$ cat config.mk
export PLATFORM = sky130hd
export DESIGN_NAME = pml_phy_side
export DESIGN_NICKNAME = d
export VERILOG_FILES = /design/src/pml_pkg.sv /design/src/pml_clk_div.sv /design/src/pml_phy_side.sv
export SDC_FILE = /design/constraint.sdc
export NUM_CORES = 1
export LEC_CHECK = 0
export ABC_AREA = 1
export BUFFER_PORTS_ARGS = -buffer_cell sky130_fd_sc_hd__buf_2
export CAP_MARGIN = 5
export CORE_UTILIZATION = 33
export CTS_CLUSTER_DIAMETER = 200
export DETAILED_ROUTE_END_ITERATION = 12
export GPL_TIMING_DRIVEN = 0
export PLACE_DENSITY = 0.58
export SETUP_SLACK_MARGIN = 0.02
export SYNTH_ARGS = -nofsm -noshare
export SYNTH_HDL_FRONTEND = slang
export SYNTH_SLANG_ARGS = --single-unit
$ cat constraint.sdc
create_clock -name clk -period 14.7 [get_ports clk]
set_input_delay 3.675 -clock clk [delete_from_list [all_inputs] [get_ports clk]]
set_output_delay 3.675 -clock clk [all_outputs]
set_load 0.1 [all_outputs]
$ cat src/pml_pkg.sv
// constants shared by the phy-side mii and indicator logic
// assumes a 250 MHz system clock and a 25 MHz reference on a pin
package pml_pkg;

    // clock periods, in picoseconds
    localparam int CLK_PERIOD_PS     = 4000;
    localparam int TX_FAST_PERIOD_PS = 40000;
    localparam int TX_SLOW_PERIOD_PS = 400000;
    localparam logic [7:0] HALF_FAST = 8'(TX_FAST_PERIOD_PS / (2 * CLK_PERIOD_PS));
    localparam logic [7:0] HALF_SLOW = 8'(TX_SLOW_PERIOD_PS / (2 * CLK_PERIOD_PS));

    // indicator timing, counted in reference clock cycles
    localparam int REF_FREQ_KHZ    = 25000;
    localparam int ACT_STRETCH_MS  = 50;
    localparam int BLINK_MS        = 40;
    localparam int ACT_STRETCH_REF = ACT_STRETCH_MS * REF_FREQ_KHZ;
    localparam int BLINK_REF       = BLINK_MS * REF_FREQ_KHZ;
    localparam int IND_CNT_W       = 21;

    // register byte offsets
    localparam logic [7:0] OFS_CTRL    = 8'h00;
    localparam logic [7:0] OFS_STATUS  = 8'h04;
    localparam logic [7:0] OFS_STRAP   = 8'h08;
    localparam logic [7:0] OFS_MGMT_TX = 8'h0c;
    localparam logic [7:0] OFS_MGMT_RX = 8'h10;
    localparam int         ADDR_W      = 8;

    // control fields
    localparam int          CTRL_MODE_LSB   = 0;
    localparam int          CTRL_ACTDUP_BIT = 2;
    localparam logic [2:0]  CTRL_RESET      = 3'h0;

    // indicator modes
    localparam logic [1:0] MODE_FROM_STRAP = 2'h0;
    localparam logic [1:0] LED_MODE1       = 2'h1;
    localparam logic [1:0] LED_MODE2       = 2'h2;
    localparam logic [1:0] LED_MODE3       = 2'h3;

    // management line shifter
    localparam int         MGMT_W         = 16;
    localparam int         MGMT_DRIVE_BIT = 16;
    localparam logic [4:0] MGMT_BITS      = 5'h10;

    localparam int HTRANS_ACTIVE_BIT = 1;

endpackage : pml_pkg

$ cat src/pml_clk_div.sv
// clock divider producing an mii clock and its edge pulses
// assumes a synchronous reset copy and a restart from same-clock logic
`timescale 1ns/1ps
module pml_clk_div
    import pml_pkg::*;
(
    input  wire logic       clk,      // system clock
    input  wire logic       rst_n,    // synchronised reset
    input  wire logic       fast,     // 100 Mb/s rate
    input  wire logic       restart,  // realign phase
    output logic            clk_out,  // divided clock
    output logic            rise,     // clk_out goes high next cycle
    output logic            fall      // clk_out goes low next cycle
);

    logic [7:0] cnt_ff;
    logic [7:0] half;
    logic       wrap;

    assign half = fast ? HALF_FAST : HALF_SLOW;
    assign wrap = (cnt_ff >= half - 8'h01) && !restart;
    assign rise = wrap && !clk_out;
    assign fall = wrap && clk_out;

    always_ff @(posedge clk or negedge rst_n) begin
        if (!rst_n) begin
            cnt_ff  <= 8'h00;
            clk_out <= 1'b0;
        end else if (restart) begin
            cnt_ff  <= 8'h00;
            clk_out <= 1'b0;
        end else if (wrap) begin
            cnt_ff  <= 8'h00;
            clk_out <= !clk_out;
        end else begin
            cnt_ff  <= cnt_ff + 8'h01;
        end
    end

endmodule : pml_clk_div

$ cat src/pml_phy_side.sv
// phy side of a 10/100 transceiver: mii data paths, straps, indicators
// assumes an ahb-lite master and line-side logic on clk; pins are async
`timescale 1ns/1ps
module pml_phy_side
    import pml_pkg::*;
#(
    parameter int ACT_REF   = ACT_STRETCH_REF, // activity stretch, ref cycles
    parameter int BLINK_CYC = BLINK_REF        // blink half period, ref cycles
) (
    input  wire logic        clk,                      // system clock
    input  wire logic        rst_n,                    // async reset
    input  wire logic        hsel,                     // ahb select
    input  wire logic [31:0] haddr,                    // ahb address
    input  wire logic [1:0]  htrans,                   // ahb transfer type
    input  wire logic        hwrite,                   // ahb write
    input  wire logic [2:0]  hsize,                    // ahb size
    input  wire logic [31:0] hwdata,                   // ahb write data
    input  wire logic        hready,                   // ahb bus ready
    output logic             hreadyout,                // ahb slave ready
    output logic             hresp,                    // ahb response
    output logic [31:0]      hrdata,                   // ahb read data
    input  wire logic        mdc,                      // management clock pin
    input  wire logic        mdio_in,                  // management data in
    output logic             mdio_out,                 // management data out
    output logic             mdio_oe,                  // management data drive
    output logic             mii_tx_clk,               // transmit clock
    input  wire logic        mii_tx_en,                // transmit enable
    input  wire logic [3:0]  mii_txd,                  // transmit nibble
    output logic             mii_rx_clk,               // receive clock
    output logic             recv_nibble_valid,        // receive data valid
    output logic             mii_rx_err,               // receive error
    output logic [3:0]       mii_rxd,                  // receive nibble
    output logic             carrier_sense_out,        // carrier sense
    output logic             mii_col,                  // collision
    output logic             strap_pins_oe,            // shared pins driven
    input  wire logic [4:0]  mgmt_address_strap,       // col and rxd levels
    input  wire logic        crossover_auto_strap,     // rx error pin level
    input  wire logic        indicator_mode_strap,     // carrier pin level
    input  wire logic        negotiation_strap_low,    // link pin level
    input  wire logic        negotiation_strap_high,   // rate pin level
    input  wire logic        negotiation_enable_strap, // activity pin level
    input  wire logic        reference_clock_in,       // 25 MHz reference
    output logic             crystal_drive_out,        // crystal drive
    output logic             reference_clock_fwd,      // forwarded reference
    output logic             link_indicator,           // link led
    output logic             rate_indicator,           // speed led
    output logic             activity_indicator,       // activity led
    input  wire logic        link_good,                // link status, async
    input  wire logic        link_speed100,            // 100 Mb/s, async
    input  wire logic        link_full_duplex,         // duplex, async
    input  wire logic        line_rx_carrier,          // medium not idle
    input  wire logic        line_rx_dv,               // decoded nibble valid
    input  wire logic [3:0]  line_rx_nibble,           // decoded nibble
    input  wire logic        line_rx_sym_err,          // error symbol
    output logic             line_tx_valid,            // captured nibble strobe
    output logic [3:0]       line_tx_nibble            // captured nibble
);

    function automatic logic [IND_CNT_W-1:0] dec_sat(input logic [IND_CNT_W-1:0] v);
        dec_sat = (v == '0) ? v : v - 1'b1;
    endfunction : dec_sat

    ////////////////////////////////////////////////////////////////////////
    // reset release and pin synchronisers

    logic rst_s1_ff, rst_ff;
    always_ff @(posedge clk or negedge rst_n) begin
        if (!rst_n) begin
            rst_s1_ff <= 1'b0;
            rst_ff    <= 1'b0;
        end else begin
            rst_s1_ff <= 1'b1;
            rst_ff    <= rst_s1_ff;
        end
    end

    localparam int SYN_W = 14;
    logic [SYN_W-1:0] syn_s1_ff, syn_s2_ff, syn_in;
    logic             mdc_s3_ff, ref_s3_ff;
    assign syn_in = {mii_txd, mii_tx_en, mdc, mdio_in, reference_clock_in,
                     link_good, link_speed100, link_full_duplex, 3'h0};
    always_ff @(posedge clk or negedge rst_ff) begin
        if (!rst_ff) begin
            syn_s1_ff <= '0;
            syn_s2_ff <= '0;
            mdc_s3_ff <= 1'b0;
            ref_s3_ff <= 1'b0;
        end else begin
            syn_s1_ff <= syn_in;
            syn_s2_ff <= syn_s1_ff;
            mdc_s3_ff <= syn_s2_ff[8];
            ref_s3_ff <= syn_s2_ff[6];
        end
    end

    logic [3:0] txd_s;
    logic       txen_s, mdc_s, mdio_s, ref_s, link_s, spd_s, fdx_s;
    assign txd_s  = syn_s2_ff[13:10];
    assign txen_s = syn_s2_ff[9];
    assign mdc_s  = syn_s2_ff[8];
    assign mdio_s = syn_s2_ff[7];
    assign ref_s  = syn_s2_ff[6];
    assign link_s = syn_s2_ff[5];
    assign spd_s  = syn_s2_ff[4];
    assign fdx_s  = syn_s2_ff[3];

    logic mdc_rise, mdc_fall, ref_rise;
    assign mdc_rise = mdc_s && !mdc_s3_ff;
    assign mdc_fall = !mdc_s && mdc_s3_ff;
    assign ref_rise = ref_s && !ref_s3_ff;

    ////////////////////////////////////////////////////////////////////////
    // straps, caught while reset is held, pins released to drivers after

    logic [9:0] strap_ff;
    logic [9:0] strap_s1_ff;
    always_ff @(posedge clk) begin
        strap_s1_ff <= {negotiation_enable_strap, negotiation_strap_high,
                        negotiation_strap_low, indicator_mode_strap,
                        crossover_auto_strap, mgmt_address_strap};
        if (!rst_ff) begin
            strap_ff <= strap_s1_ff;
        end
    end
    assign strap_pins_oe = rst_ff;

    ////////////////////////////////////////////////////////////////////////
    // ahb-lite register slave, zero wait states

    logic [2:0]        ctrl_ff;
    logic              ph_wr_ff;
    logic [ADDR_W-1:0] ph_addr_ff;
    logic [MGMT_W-1:0] mgmt_tx_ff, mgmt_rx_ff;
    logic              mgmt_drive_ff;
    logic [4:0]        mgmt_cnt_ff;
    logic              tx_act_ff, col_ff, crs_ff;
    logic [1:0]        mode;
    logic              acc, wr_tx;
    logic [31:0]       rd_word;

    assign acc       = hsel && htrans[HTRANS_ACTIVE_BIT] && hready;
    assign hreadyout = 1'b1;
    assign hresp     = 1'b0;
    assign wr_tx     = ph_wr_ff && (ph_addr_ff == OFS_MGMT_TX);

    always_comb begin
        rd_word = 32'h0;
        unique case (haddr[ADDR_W-1:0])
            OFS_CTRL:    rd_word = {29'h0, ctrl_ff};
            OFS_STATUS:  rd_word = {24'h0, mode, tx_act_ff, col_ff, crs_ff,
                                    fdx_s, spd_s, link_s};
            OFS_STRAP:   rd_word = {22'h0, strap_ff};
            OFS_MGMT_TX: rd_word = {15'h0, mgmt_drive_ff, mgmt_tx_ff};
            OFS_MGMT_RX: rd_word = {16'h0, mgmt_rx_ff};
            default:     rd_word = 32'h0;
        endcase
        if (|haddr[31:ADDR_W]) begin
            rd_word = 32'h0;
        end
    end

    always_ff @(posedge clk or negedge rst_ff) begin
        if (!rst_ff) begin
            ph_wr_ff   <= 1'b0;
            ph_addr_ff <= '0;
            hrdata     <= 32'h0;
        end else begin
            ph_wr_ff   <= acc && hwrite && (haddr[31:ADDR_W] == '0);
            ph_addr_ff <= haddr[ADDR_W-1:0];
            if (acc && !hwrite) begin
                hrdata <= rd_word;
            end
        end
    end

    always_ff @(posedge clk or negedge rst_ff) begin
        if (!rst_ff) begin
            ctrl_ff <= CTRL_RESET;
        end else if (ph_wr_ff && (ph_addr_ff == OFS_CTRL)) begin
            ctrl_ff <= hwdata[2:0];
        end
    end

    assign mode = (ctrl_ff[1:0] != MODE_FROM_STRAP) ? ctrl_ff[1:0] :
                  (strap_ff[6] ? LED_MODE1 : LED_MODE2);

    ////////////////////////////////////////////////////////////////////////
    // management line: shift in on mdc rise, drive 16 bits then release

    always_ff @(posedge clk or negedge rst_ff) begin
        if (!rst_ff) begin
            mgmt_rx_ff <= '0;
        end else if (mdc_rise) begin
            mgmt_rx_ff <= {mgmt_rx_ff[MGMT_W-2:0], mdio_s};
        end
    end

    always_ff @(posedge clk or negedge rst_ff) begin
        if (!rst_ff) begin
            mgmt_tx_ff    <= '0;
            mgmt_drive_ff <= 1'b0;
            mgmt_cnt_ff   <= 5'h0;
            mdio_oe       <= 1'b0;
            mdio_out      <= 1'b0;
        end else if (wr_tx) begin
            mgmt_tx_ff    <= hwdata[MGMT_W-1:0];
            mgmt_drive_ff <= hwdata[MGMT_DRIVE_BIT];
            mgmt_cnt_ff   <= 5'h0;
            mdio_oe       <= 1'b0;
        end else if (mdc_fall && mgmt_drive_ff) begin
            if (mgmt_cnt_ff == MGMT_BITS) begin
                mdio_oe       <= 1'b0;
                mgmt_drive_ff <= 1'b0;
            end else begin
                mdio_oe     <= 1'b1;
                mdio_out    <= mgmt_tx_ff[MGMT_W-1];
                mgmt_tx_ff  <= {mgmt_tx_ff[MGMT_W-2:0], 1'b0};
                mgmt_cnt_ff <= mgmt_cnt_ff + 5'h1;
            end
        end
    end

    ////////////////////////////////////////////////////////////////////////
    // transmit clock and nibble capture

    logic tx_rise, rx_fall, rx_restart, carrier_d_ff;

    pml_clk_div u_tx_div (
        .clk     (clk),
        .rst_n   (rst_ff),
        .fast    (spd_s),
        .restart (1'b0),
        .clk_out (mii_tx_clk),
        .rise    (tx_rise),
        .fall    ()
    );

    always_ff @(posedge clk or negedge rst_ff) begin
        if (!rst_ff) begin
            line_tx_valid  <= 1'b0;
            line_tx_nibble <= 4'h0;
            tx_act_ff      <= 1'b0;
        end else begin
            line_tx_valid <= tx_rise && txen_s;
            if (tx_rise) begin
                tx_act_ff      <= txen_s;
                line_tx_nibble <= txen_s ? txd_s : 4'h0;
            end
        end
    end

    ////////////////////////////////////////////////////////////////////////
    // receive clock, realigned on carrier onset, rxd, valid and error change on its fall

    assign rx_restart = line_rx_carrier && !carrier_d_ff;

    pml_clk_div u_rx_div (
        .clk     (clk),
        .rst_n   (rst_ff),
        .fast    (spd_s),
        .restart (rx_restart),
        .clk_out (mii_rx_clk),
        .rise    (),
        .fall    (rx_fall)
    );

    always_ff @(posedge clk or negedge rst_ff) begin
        if (!rst_ff) begin
            carrier_d_ff      <= 1'b0;
            crs_ff            <= 1'b0;
            col_ff            <= 1'b0;
            recv_nibble_valid <= 1'b0;
            mii_rxd           <= 4'h0;
            mii_rx_err        <= 1'b0;
        end else begin
            carrier_d_ff <= line_rx_carrier;
            crs_ff       <= line_rx_carrier;
            col_ff       <= !fdx_s && tx_act_ff && line_rx_carrier;
            if (rx_fall) begin
                recv_nibble_valid <= line_rx_dv && line_rx_carrier;
                mii_rxd           <= line_rx_dv ? line_rx_nibble : 4'h0;
                mii_rx_err        <= line_rx_dv && line_rx_carrier && line_rx_sym_err;
            end
        end
    end
    assign carrier_sense_out = crs_ff;
    assign mii_col           = col_ff;

    ////////////////////////////////////////////////////////////////////////
    // reference forwarding and indicators

    logic                 act_pend_ff, blink_ff, act_evt;
    logic [IND_CNT_W-1:0] stretch_ff, blink_cnt_ff;
    assign act_evt = line_tx_valid || (rx_fall && line_rx_dv && line_rx_carrier);

    always_ff @(posedge clk or negedge rst_ff) begin
        if (!rst_ff) begin
            reference_clock_fwd <= 1'b0;
            crystal_drive_out   <= 1'b1;
        end else begin
            reference_clock_fwd <= ref_s;
            crystal_drive_out   <= !ref_s;
        end
    end

    always_ff @(posedge clk or negedge rst_ff) begin
        if (!rst_ff) begin
            act_pend_ff <= 1'b0;
        end else if (act_evt) begin
            act_pend_ff <= 1'b1;
        end else if (ref_rise) begin
            act_pend_ff <= 1'b0;
        end
    end

    always_ff @(posedge clk or negedge rst_ff) begin
        if (!rst_ff) begin
            stretch_ff   <= '0;
            blink_cnt_ff <= '0;
            blink_ff     <= 1'b0;
        end else if (ref_rise) begin
            if (act_pend_ff || act_evt) begin
                stretch_ff <= IND_CNT_W'(ACT_REF);
            end else begin
                stretch_ff <= dec_sat(stretch_ff);
            end
            if (blink_cnt_ff == '0) begin
                blink_cnt_ff <= IND_CNT_W'(BLINK_CYC);
                blink_ff     <= !blink_ff;
            end else begin
                blink_cnt_ff <= dec_sat(blink_cnt_ff);
            end
        end
    end

    logic busy;
    assign busy = (stretch_ff != '0);

    always_ff @(posedge clk or negedge rst_ff) begin
        if (!rst_ff) begin
            link_indicator     <= 1'b0;
            rate_indicator     <= 1'b0;
            activity_indicator <= 1'b0;
        end else if (ref_rise) begin
            rate_indicator <= spd_s;
            if (mode == LED_MODE1) begin
                link_indicator     <= link_s;
                activity_indicator <= busy;
            end else begin
                link_indicator     <= link_s && !(busy && blink_ff);
                activity_indicator <= (mode == LED_MODE3 && ctrl_ff[CTRL_ACTDUP_BIT]) ?
                                      fdx_s : busy;
            end
        end
    end
endmodule : pml_phy_side

==> summary.md, run 1 <==
| Metric | Value |
|---|---|
| Combinational share of power | `0.273` |
| Fmax | `about 0.18 GHz` |
| Full die area | `roughly 28000 µm²` |
| Clk pwr share | `0.294` |
| Total iterations of the first detailed-routing run | `8` |
| Arrival time of the worst setup path | `1980 ps` |
| Switching power | `0.000604 W` |
| Maximum clock insertion buffer count | `2` |
| Reg2reg setup slack | `roughly 12000 ps` |
| Clock slew at reported path FFs | `around 80 ps` |
| CP Cell Sequence | `buf_12, buf_2` |
| Syn_area_per_cell | `9.03 µm²` |
| WHS | `just over 300 ps` |
| Ports | `between 150 and 200` |
| Synth unique cells | `53` |
| R2r worst-path depth | `14` |
| Via count | `roughly 7000` |
| RR Endpoint | `stretch_ff[19]` |
| Hold_buf cts | `0` |
| GRT Residual Overflow | `0` |
| Async set-or-reset flop fraction in the synthesized netlist | `0.897` |
| Post-synthesis cell area | `8880 µm²` |
| Antenna diodes | `0` |
| CTS tree | `built` |
| Failing checks | `DRC` |
| Kind of end point of the critical path | `primary output` |
| Via density | `4.60` |
| Largest net degree at the start of global routing | `58` |
| Clk_skew | `13.7 ps` |
| Worst r2r src | `syn_s2_ff[4]` |
| Fin. Hold Viols | `0` |
| Chip width | `between 150 and 200 µm` |
| Die height | `roughly 170 µm` |
| DP Worst Slack | `9340 ps` |
| IO buf count | `122` |
| Seq pwr share | `0.434` |
| Final Cycle Share | `0.385` |
| Post-CTS sizing | `0` |
| Startpoint Class | `flop` |
| Effective utilization at floorplan | `0.339` |
| Critical Path Slowest Stage Cell | `dfrtp_4` |
| Max IR drop VDD | `0.000108 V` |
| Commonest non-fill, non-tap cell in the layout | `nand2_1` |
| Synth Warn # | `0` |
| Max-cap viol count | `0` |
| Worst min-delay path class | `reg2async` |
| Initial antenna violation count | `0` |
| Initial drt markers | `about 400` |
| Worst Path Max Fanout | `38` |
| Setup bufs post-CTS | `0` |
| Post-route worst setup slack | `9050 ps` |
| Post-DRT Antenna Nets | `0` |
| Post-DP HPWL | `15200 µm` |
| Internal | `between 0.0009 and 0.001 W` |
| Post-synthesis register bit count | `195` |
| CP top delay family | `buffers and inverters` |
| CTS root buffer | `clkbuf_16` |
| DRC Markers | `7` |
| Final GP Congestion | `0.792` |
| Post-synth EDFFs | `10` |
| # nets final | `between 1000 and 1500` |
| Pleak | `5.35 nW` |
| Worst-Skew Late Latency | `approximately 440 ps` |
| Worst EP required | `between 10000 and 15000 ps` |
| Synth Flop Type | `dfrtp_1` |
| Kind of critical path | `reg2out` |
| CTS HTree Levels | `4` |
| Clock sinks | `195` |
| Rel. slew slack | `0.625` |
| Final setup violation count | `0` |
| PD cells | `around 150 nW/µm²` |
| Core area | `~26000 µm²` |
| Routed WL | `around 20000 µm` |
| Slew @ Worst Pin | `562 ps` |
| Slowest stage delay, CP | `750 ps` |
| Mapped Cells | `between 900 and 1000` |
| Vias in the first global route | `roughly 7000` |
| DR WL/cell | `approximately 14 µm` |
| Sw frac | `0.381` |
| Gr usage total | `0.159` |
| Post-synthesis sequential area ratio | `0.550` |
| First-pass GRT wire length | `between 30000 and 40000 µm` |
| Layout cells sized above 1 | `0.197` |
| Min cycle time layout | `between 5000 and 6000 ps` |
| Syn-to-layout area delta | `19.9%` |
| Cts bufs inserted | `17` |
| Setup_tns | `0 ps` |
| Core Rows | `59` |
| RSZ-0062 raised after global routing | `false` |
| Most frequent cells in the layout | `nand2_1 (199), dfrtp_1 (173), inv_1 (125), buf_2 (125), nor2_1 (113)` |
| Buf/Inv on CP | `2` |
| Slew Limit Fails | `0` |
| Outcome | `finished with violations` |
## final cells by class
type                            count  area (µm²)
Buffer                             34         238
Tap cell                          335         419
Multi-Input combinational cell    639        3330
Clock inverter                     14         153
Fill cell                        2603       15600
Timing Repair Buffer              125         686
Inverter                          133         499
Sequential cell                   195        4880
Clock buffer                       18         439
## synth_stat cells (6+ instances only)
cell type / count / area share
dfxtp_1: 10 / 0.023
o22ai_1: 14 / 0.0099
a21oi_1: 14 / 0.0079
edfxtp_1: 10 / 0.034
nor2_1: 113 / 0.048
nand2_1: 199 / 0.084
clkbuf_1: 6 / 0.0025
nand2_2: 6 / 0.0042
o21ai_2: 6 / 0.0059
inv_2: 6 / 0.0025
o221ai_1: 15 / 0.015
a22o_1: 6 / 0.0059
ha_1: 14 / 0.020
o21ai_0: 61 / 0.034
buf_4: 22 / 0.019
dfrtp_1: 174 / 0.49
nor3_1: 18 / 0.010
nand4_1: 15 / 0.011
xor2_1: 18 / 0.018
nand3_1: 64 / 0.036
xnor2_1: 6 / 0.0059
inv_1: 125 / 0.053
## power by group through the flow
stage               Sequential [W]  Combinational, W  Clock [W]
finish                    0.000687          0.000432   0.000465
global route              0.000700          0.000481   0.000504
CTS                       0.000688          0.000436   0.000481
detailed placement        0.000697          0.000434          0
global placement          0.000704          0.000417          0
floorplan                 0.000797          0.000239          0
## per-layer routing
layer / track usage / vias up / share of wire
li1: - / 3483 / -
met1: 0.218 / 3242 / 0.48
met2: 0.252 / 120 / 0.47
met3: 0.0334 / 26 / 0.041
met4: 0.0512 / 0 / 0.016
met5: 0 / - / 0
## flip-flops by register name, summed over array words and instances, names as in the netlist, 10 cells and up
| register | cells |
|---|---|
| blink_cnt_ff | 21 |
| strap_s1_ff | 10 |
| mgmt_rx_ff | 16 |
| hrdata | 17 |
| mgmt_tx_ff | 16 |
| syn_s2_ff | 11 |
| strap_ff | 10 |
| stretch_ff | 21 |
| syn_s1_ff | 11 |
## per-stage QoR
| step | power, W | instances | instance area, µm² | utilization |
|---|---|---|---|---|
| after floorplan | 0.00104 | 1001 | 8950 | - |
| after global placement | 0.00112 | 1458 | 9980 | 0.381 |
| after detailed placement | 0.00113 | 1461 | 10100 | 0.384 |
| after CTS | 0.00160 | 1493 | 10600 | 0.406 |
| after global routing | 0.00169 | 1493 | 10600 | 0.406 |
| final | 0.00158 | 1493 | 10600 | 0.406 |
## worst max-delay path by stage
stage / from / endpoint / slack (ps) / cells after the start
finish: strap_pins_oe / strap_pins_oe / 9050 / 2
global route: strap_pins_oe / strap_pins_oe / 8850 / 2
CTS: strap_pins_oe / strap_pins_oe / 8940 / 2
detailed placement: haddr[7] / hrdata[2] / 9340 / 9
global placement: strap_pins_oe / strap_pins_oe / 4160 / 1
floorplan: strap_pins_oe / strap_pins_oe / 6390 / 0
## logic make-up (layout without fill, tap and decap cells)
kind of cell,Yosys count,count (layout),synth area share
other,2,20,0.000846
AND/OR/NAND/NOR,455,455,0.237
adder cells (fa/ha/maj),14,14,0.0197
buffers and inverters,167,324,0.0830
AO/OA/AOI/OAI,126,126,0.0864
flip-flops,195,195,0.550
XOR/XNOR,24,24,0.0237
## worst reg2reg max path, stage by stage, from the launching register on
cell     delay, ps
dfrtp_1        510
inv_1          240
ha_1           330
inv_1           50
nand3_1         70
nand2_1         60
nand2_1         50
nand2_1         60
nand2_1        100
nand4_2        110
nand3_2        160
nand2_1        150
buf_4          200
o21ai_2         70
nor2_1          90
(Power assumes the default switching activity.)
==> run 2: changes to the inputs <==
clock period = 5.3 ns   (was 14.7 ns; I/O delays follow)
==> run 2 against run 1 <==
The flow still finishes with violations (DRC). Count of clock-buffer cells in the layout fell by 1. Clock power rose to 2.8 times the previous value. Final cell count did not move. Total power rose to 2.8 times the previous value. Core utilization barely moved. Clock skew rose by 1.4 ps. Non-clock buffer count did not move. Setup slack got worse by 6800 ps. Critical endpoint unchanged. Highest routed layer unchanged.
==> summary.md, run 2 (synthesized netlist as in run 1, its figures left out) <==
| Metric | Value |
|---|---|
| Effective utilization at floorplan | `0.339` |
| Full die area | `about 28000 µm²` |
| Syn-to-layout area delta | `19.8%` |
| RSZ-0062 raised after global routing | `false` |
| Kind of critical path | `reg2out` |
| Initial drt markers | `~370` |
| Buf/Inv on CP | `1` |
| CP top delay family | `flip-flops` |
| Core Rows | `~60` |
| # nets final | `1261` |
| DP Worst Slack | `roughly 2200 ps` |
| Slew Limit Fails | `0` |
| Antenna diodes | `0` |
| CTS HTree Levels | `4` |
| Critical Path Sink | `strap_pins_oe` |
| Worst r2r src | `syn_s2_ff[4]` |
| Final GP Congestion | `0.791` |
| Kind of end point of the critical path | `primary output` |
| Clock sinks | `~200` |
| Final setup violation count | `0` |
| Fin. Hold Viols | `0` |
| Clock slew at reported path FFs | `approximately 80 ps` |
| Clk pwr share | `0.294` |
| Worst EP required | `approximately 4000 ps` |
| Cts bufs inserted | `17` |
| Switching power | `between 0.0015 and 0.002 W` |
| CTS tree | `built` |
| Combinational share of power | `0.273` |
| DRC Markers | `11` |
| Arrival time of the worst setup path | `around 1700 ps` |
| Post-route worst setup slack | `2250 ps` |
| Seq pwr share | `0.433` |
| Post-DP HPWL | `approximately 15000 µm` |
| Worst path depth | `1` |
| Setup_tns | `0 ps` |
| CP Launch Point | `strap_pins_oe` |
| Slowest stage delay, CP | `between 700 and 800 ps` |
| RR Endpoint | `stretch_ff[4]` |
| Final Cycle Share | `0.576` |
| Hold_buf cts | `0` |
| Core area | `between 20000 and 30000 µm²` |
| Post-placement cell count | `1461` |
| First-pass GRT wire length | `between 30000 and 40000 µm` |
| DR WL/cell | `about 14 µm` |
| Via density | `~4.6` |
| Largest net degree at the start of global routing | `55` |
| Critical Path Slowest Stage Cell | `dfrtp_4` |
| R2r worst-path depth | `14` |
| Gr usage total | `0.157` |
| Final Non-Filler Cells | `between 1000 and 1500` |
| Commonest non-fill, non-tap cell in the layout | `nand2_1` |
| PD cells | `413 nW/µm²` |
| Reg2reg setup slack | `between 2000 and 3000 ps` |
| Ports | `around 160` |
| Fmax | `0.327 GHz` |
| Max IR drop VDD | `roughly 0.00024 V` |
| Outcome | `finished with violations` |
| Worst Path Max Fanout | `32` |
| Setup bufs post-CTS | `0` |
| Slew @ Worst Pin | `545 ps` |
| Vias in the first global route | `a little under 7000` |
| Layout cells sized above 1 | `0.197` |
| Worst min-delay path class | `reg2async` |
| Worst-Skew Late Latency | `440 ps` |
| Internal | `0.00271 W` |
| Min cycle time layout | `about 3000 ps` |
| CP Cell Sequence | `buf_2` |
| Chip width | `166 µm` |
| IO buf count | `around 120` |
| Rel. slew slack | `0.637` |
| Biggest regs | `blink_cnt_ff: 21 flops, stretch_ff: 21 flops, hrdata: 17 flops` |
| Post-DRT Antenna Nets | `0` |
| Startpoint Class | `flop` |
| CTS root buffer | `clkbuf_16` |
| Clk_skew | `15.1 ps` |
| Sw frac | `0.384` |
| Routed WL | `between 20000 and 25000 µm` |
| GRT Residual Overflow | `0` |
| Post-CTS sizing | `0` |
| Die height | `between 150 and 200 µm` |
| Most frequent cells in the layout | `nand2_1 (199), dfrtp_1 (173), inv_1 (125), buf_2 (125), nor2_1 (113)` |
| Maximum clock insertion buffer count | `2` |
| Via count | `between 6000 and 7000` |
| Pleak | `5.34 nW` |
| Total iterations of the first detailed-routing run | `9` |
| Initial antenna violation count | `0` |
| Max-cap viol count | `0` |
| Failing checks | `DRC` |
[run 2: layout make-up]
| cell class | instances | area [µm²] |
|---|---|---|
| Clock buffer | 17 | 425 |
| Inverter | 133 | 499 |
| Buffer | 34 | 238 |
| Sequential cell | 195 | 4880 |
| Fill cell | 2595 | 15600 |
| Clock inverter | 15 | 159 |
| Multi-Input combinational cell | 639 | 3330 |
| Timing Repair Buffer | 125 | 686 |
| Tap cell | 335 | 419 |
[run 2: through the flow]
stage / util / area (µm²) / hold WS [ps] / power, W
2_1_floorplan: - / 8950 / 331 / 0.00287
3_3_place_gp: 0.381 / 9980 / 331 / 0.00311
3_5_place_dp: 0.384 / 10100 / 316 / 0.00314
4_1_cts: 0.406 / 10600 / 326 / 0.00443
5_1_grt: 0.406 / 10600 / 347 / 0.00465
6_report: 0.406 / 10600 / 294 / 0.00439
[run 2: layer usage]
layer | vias to the layer above | part of all wire | global-route usage
li1 | 3464 | - | -
met5 | - | 0 | 0
met2 | 133 | 0.46 | 0.251
met3 | 25 | 0.034 | 0.0317
met1 | 3274 | 0.49 | 0.214
met4 | 0 | 0.018 | 0.0504
[run 2: power by group through the flow]
stage                     combinational (W)  sequential [W]  clock, W
after floorplan                    0.000662         0.00221         0
after global placement              0.00115         0.00195         0
after detailed placement            0.00120         0.00193         0
after CTS                           0.00121         0.00190   0.00132
after global routing                0.00133         0.00194   0.00138
final                               0.00120         0.00190   0.00129
[run 2: how the worst min path moves through the flow]
stage	to	cells after the start
after detailed placement	syn_s1_ff[6]	0
after global placement	syn_s2_ff[8]	0
after floorplan	strap_pins_oe	0
after CTS	syn_s1_ff[6]	0
final	syn_s1_ff[5]	0
after global routing	syn_s1_ff[6]	0
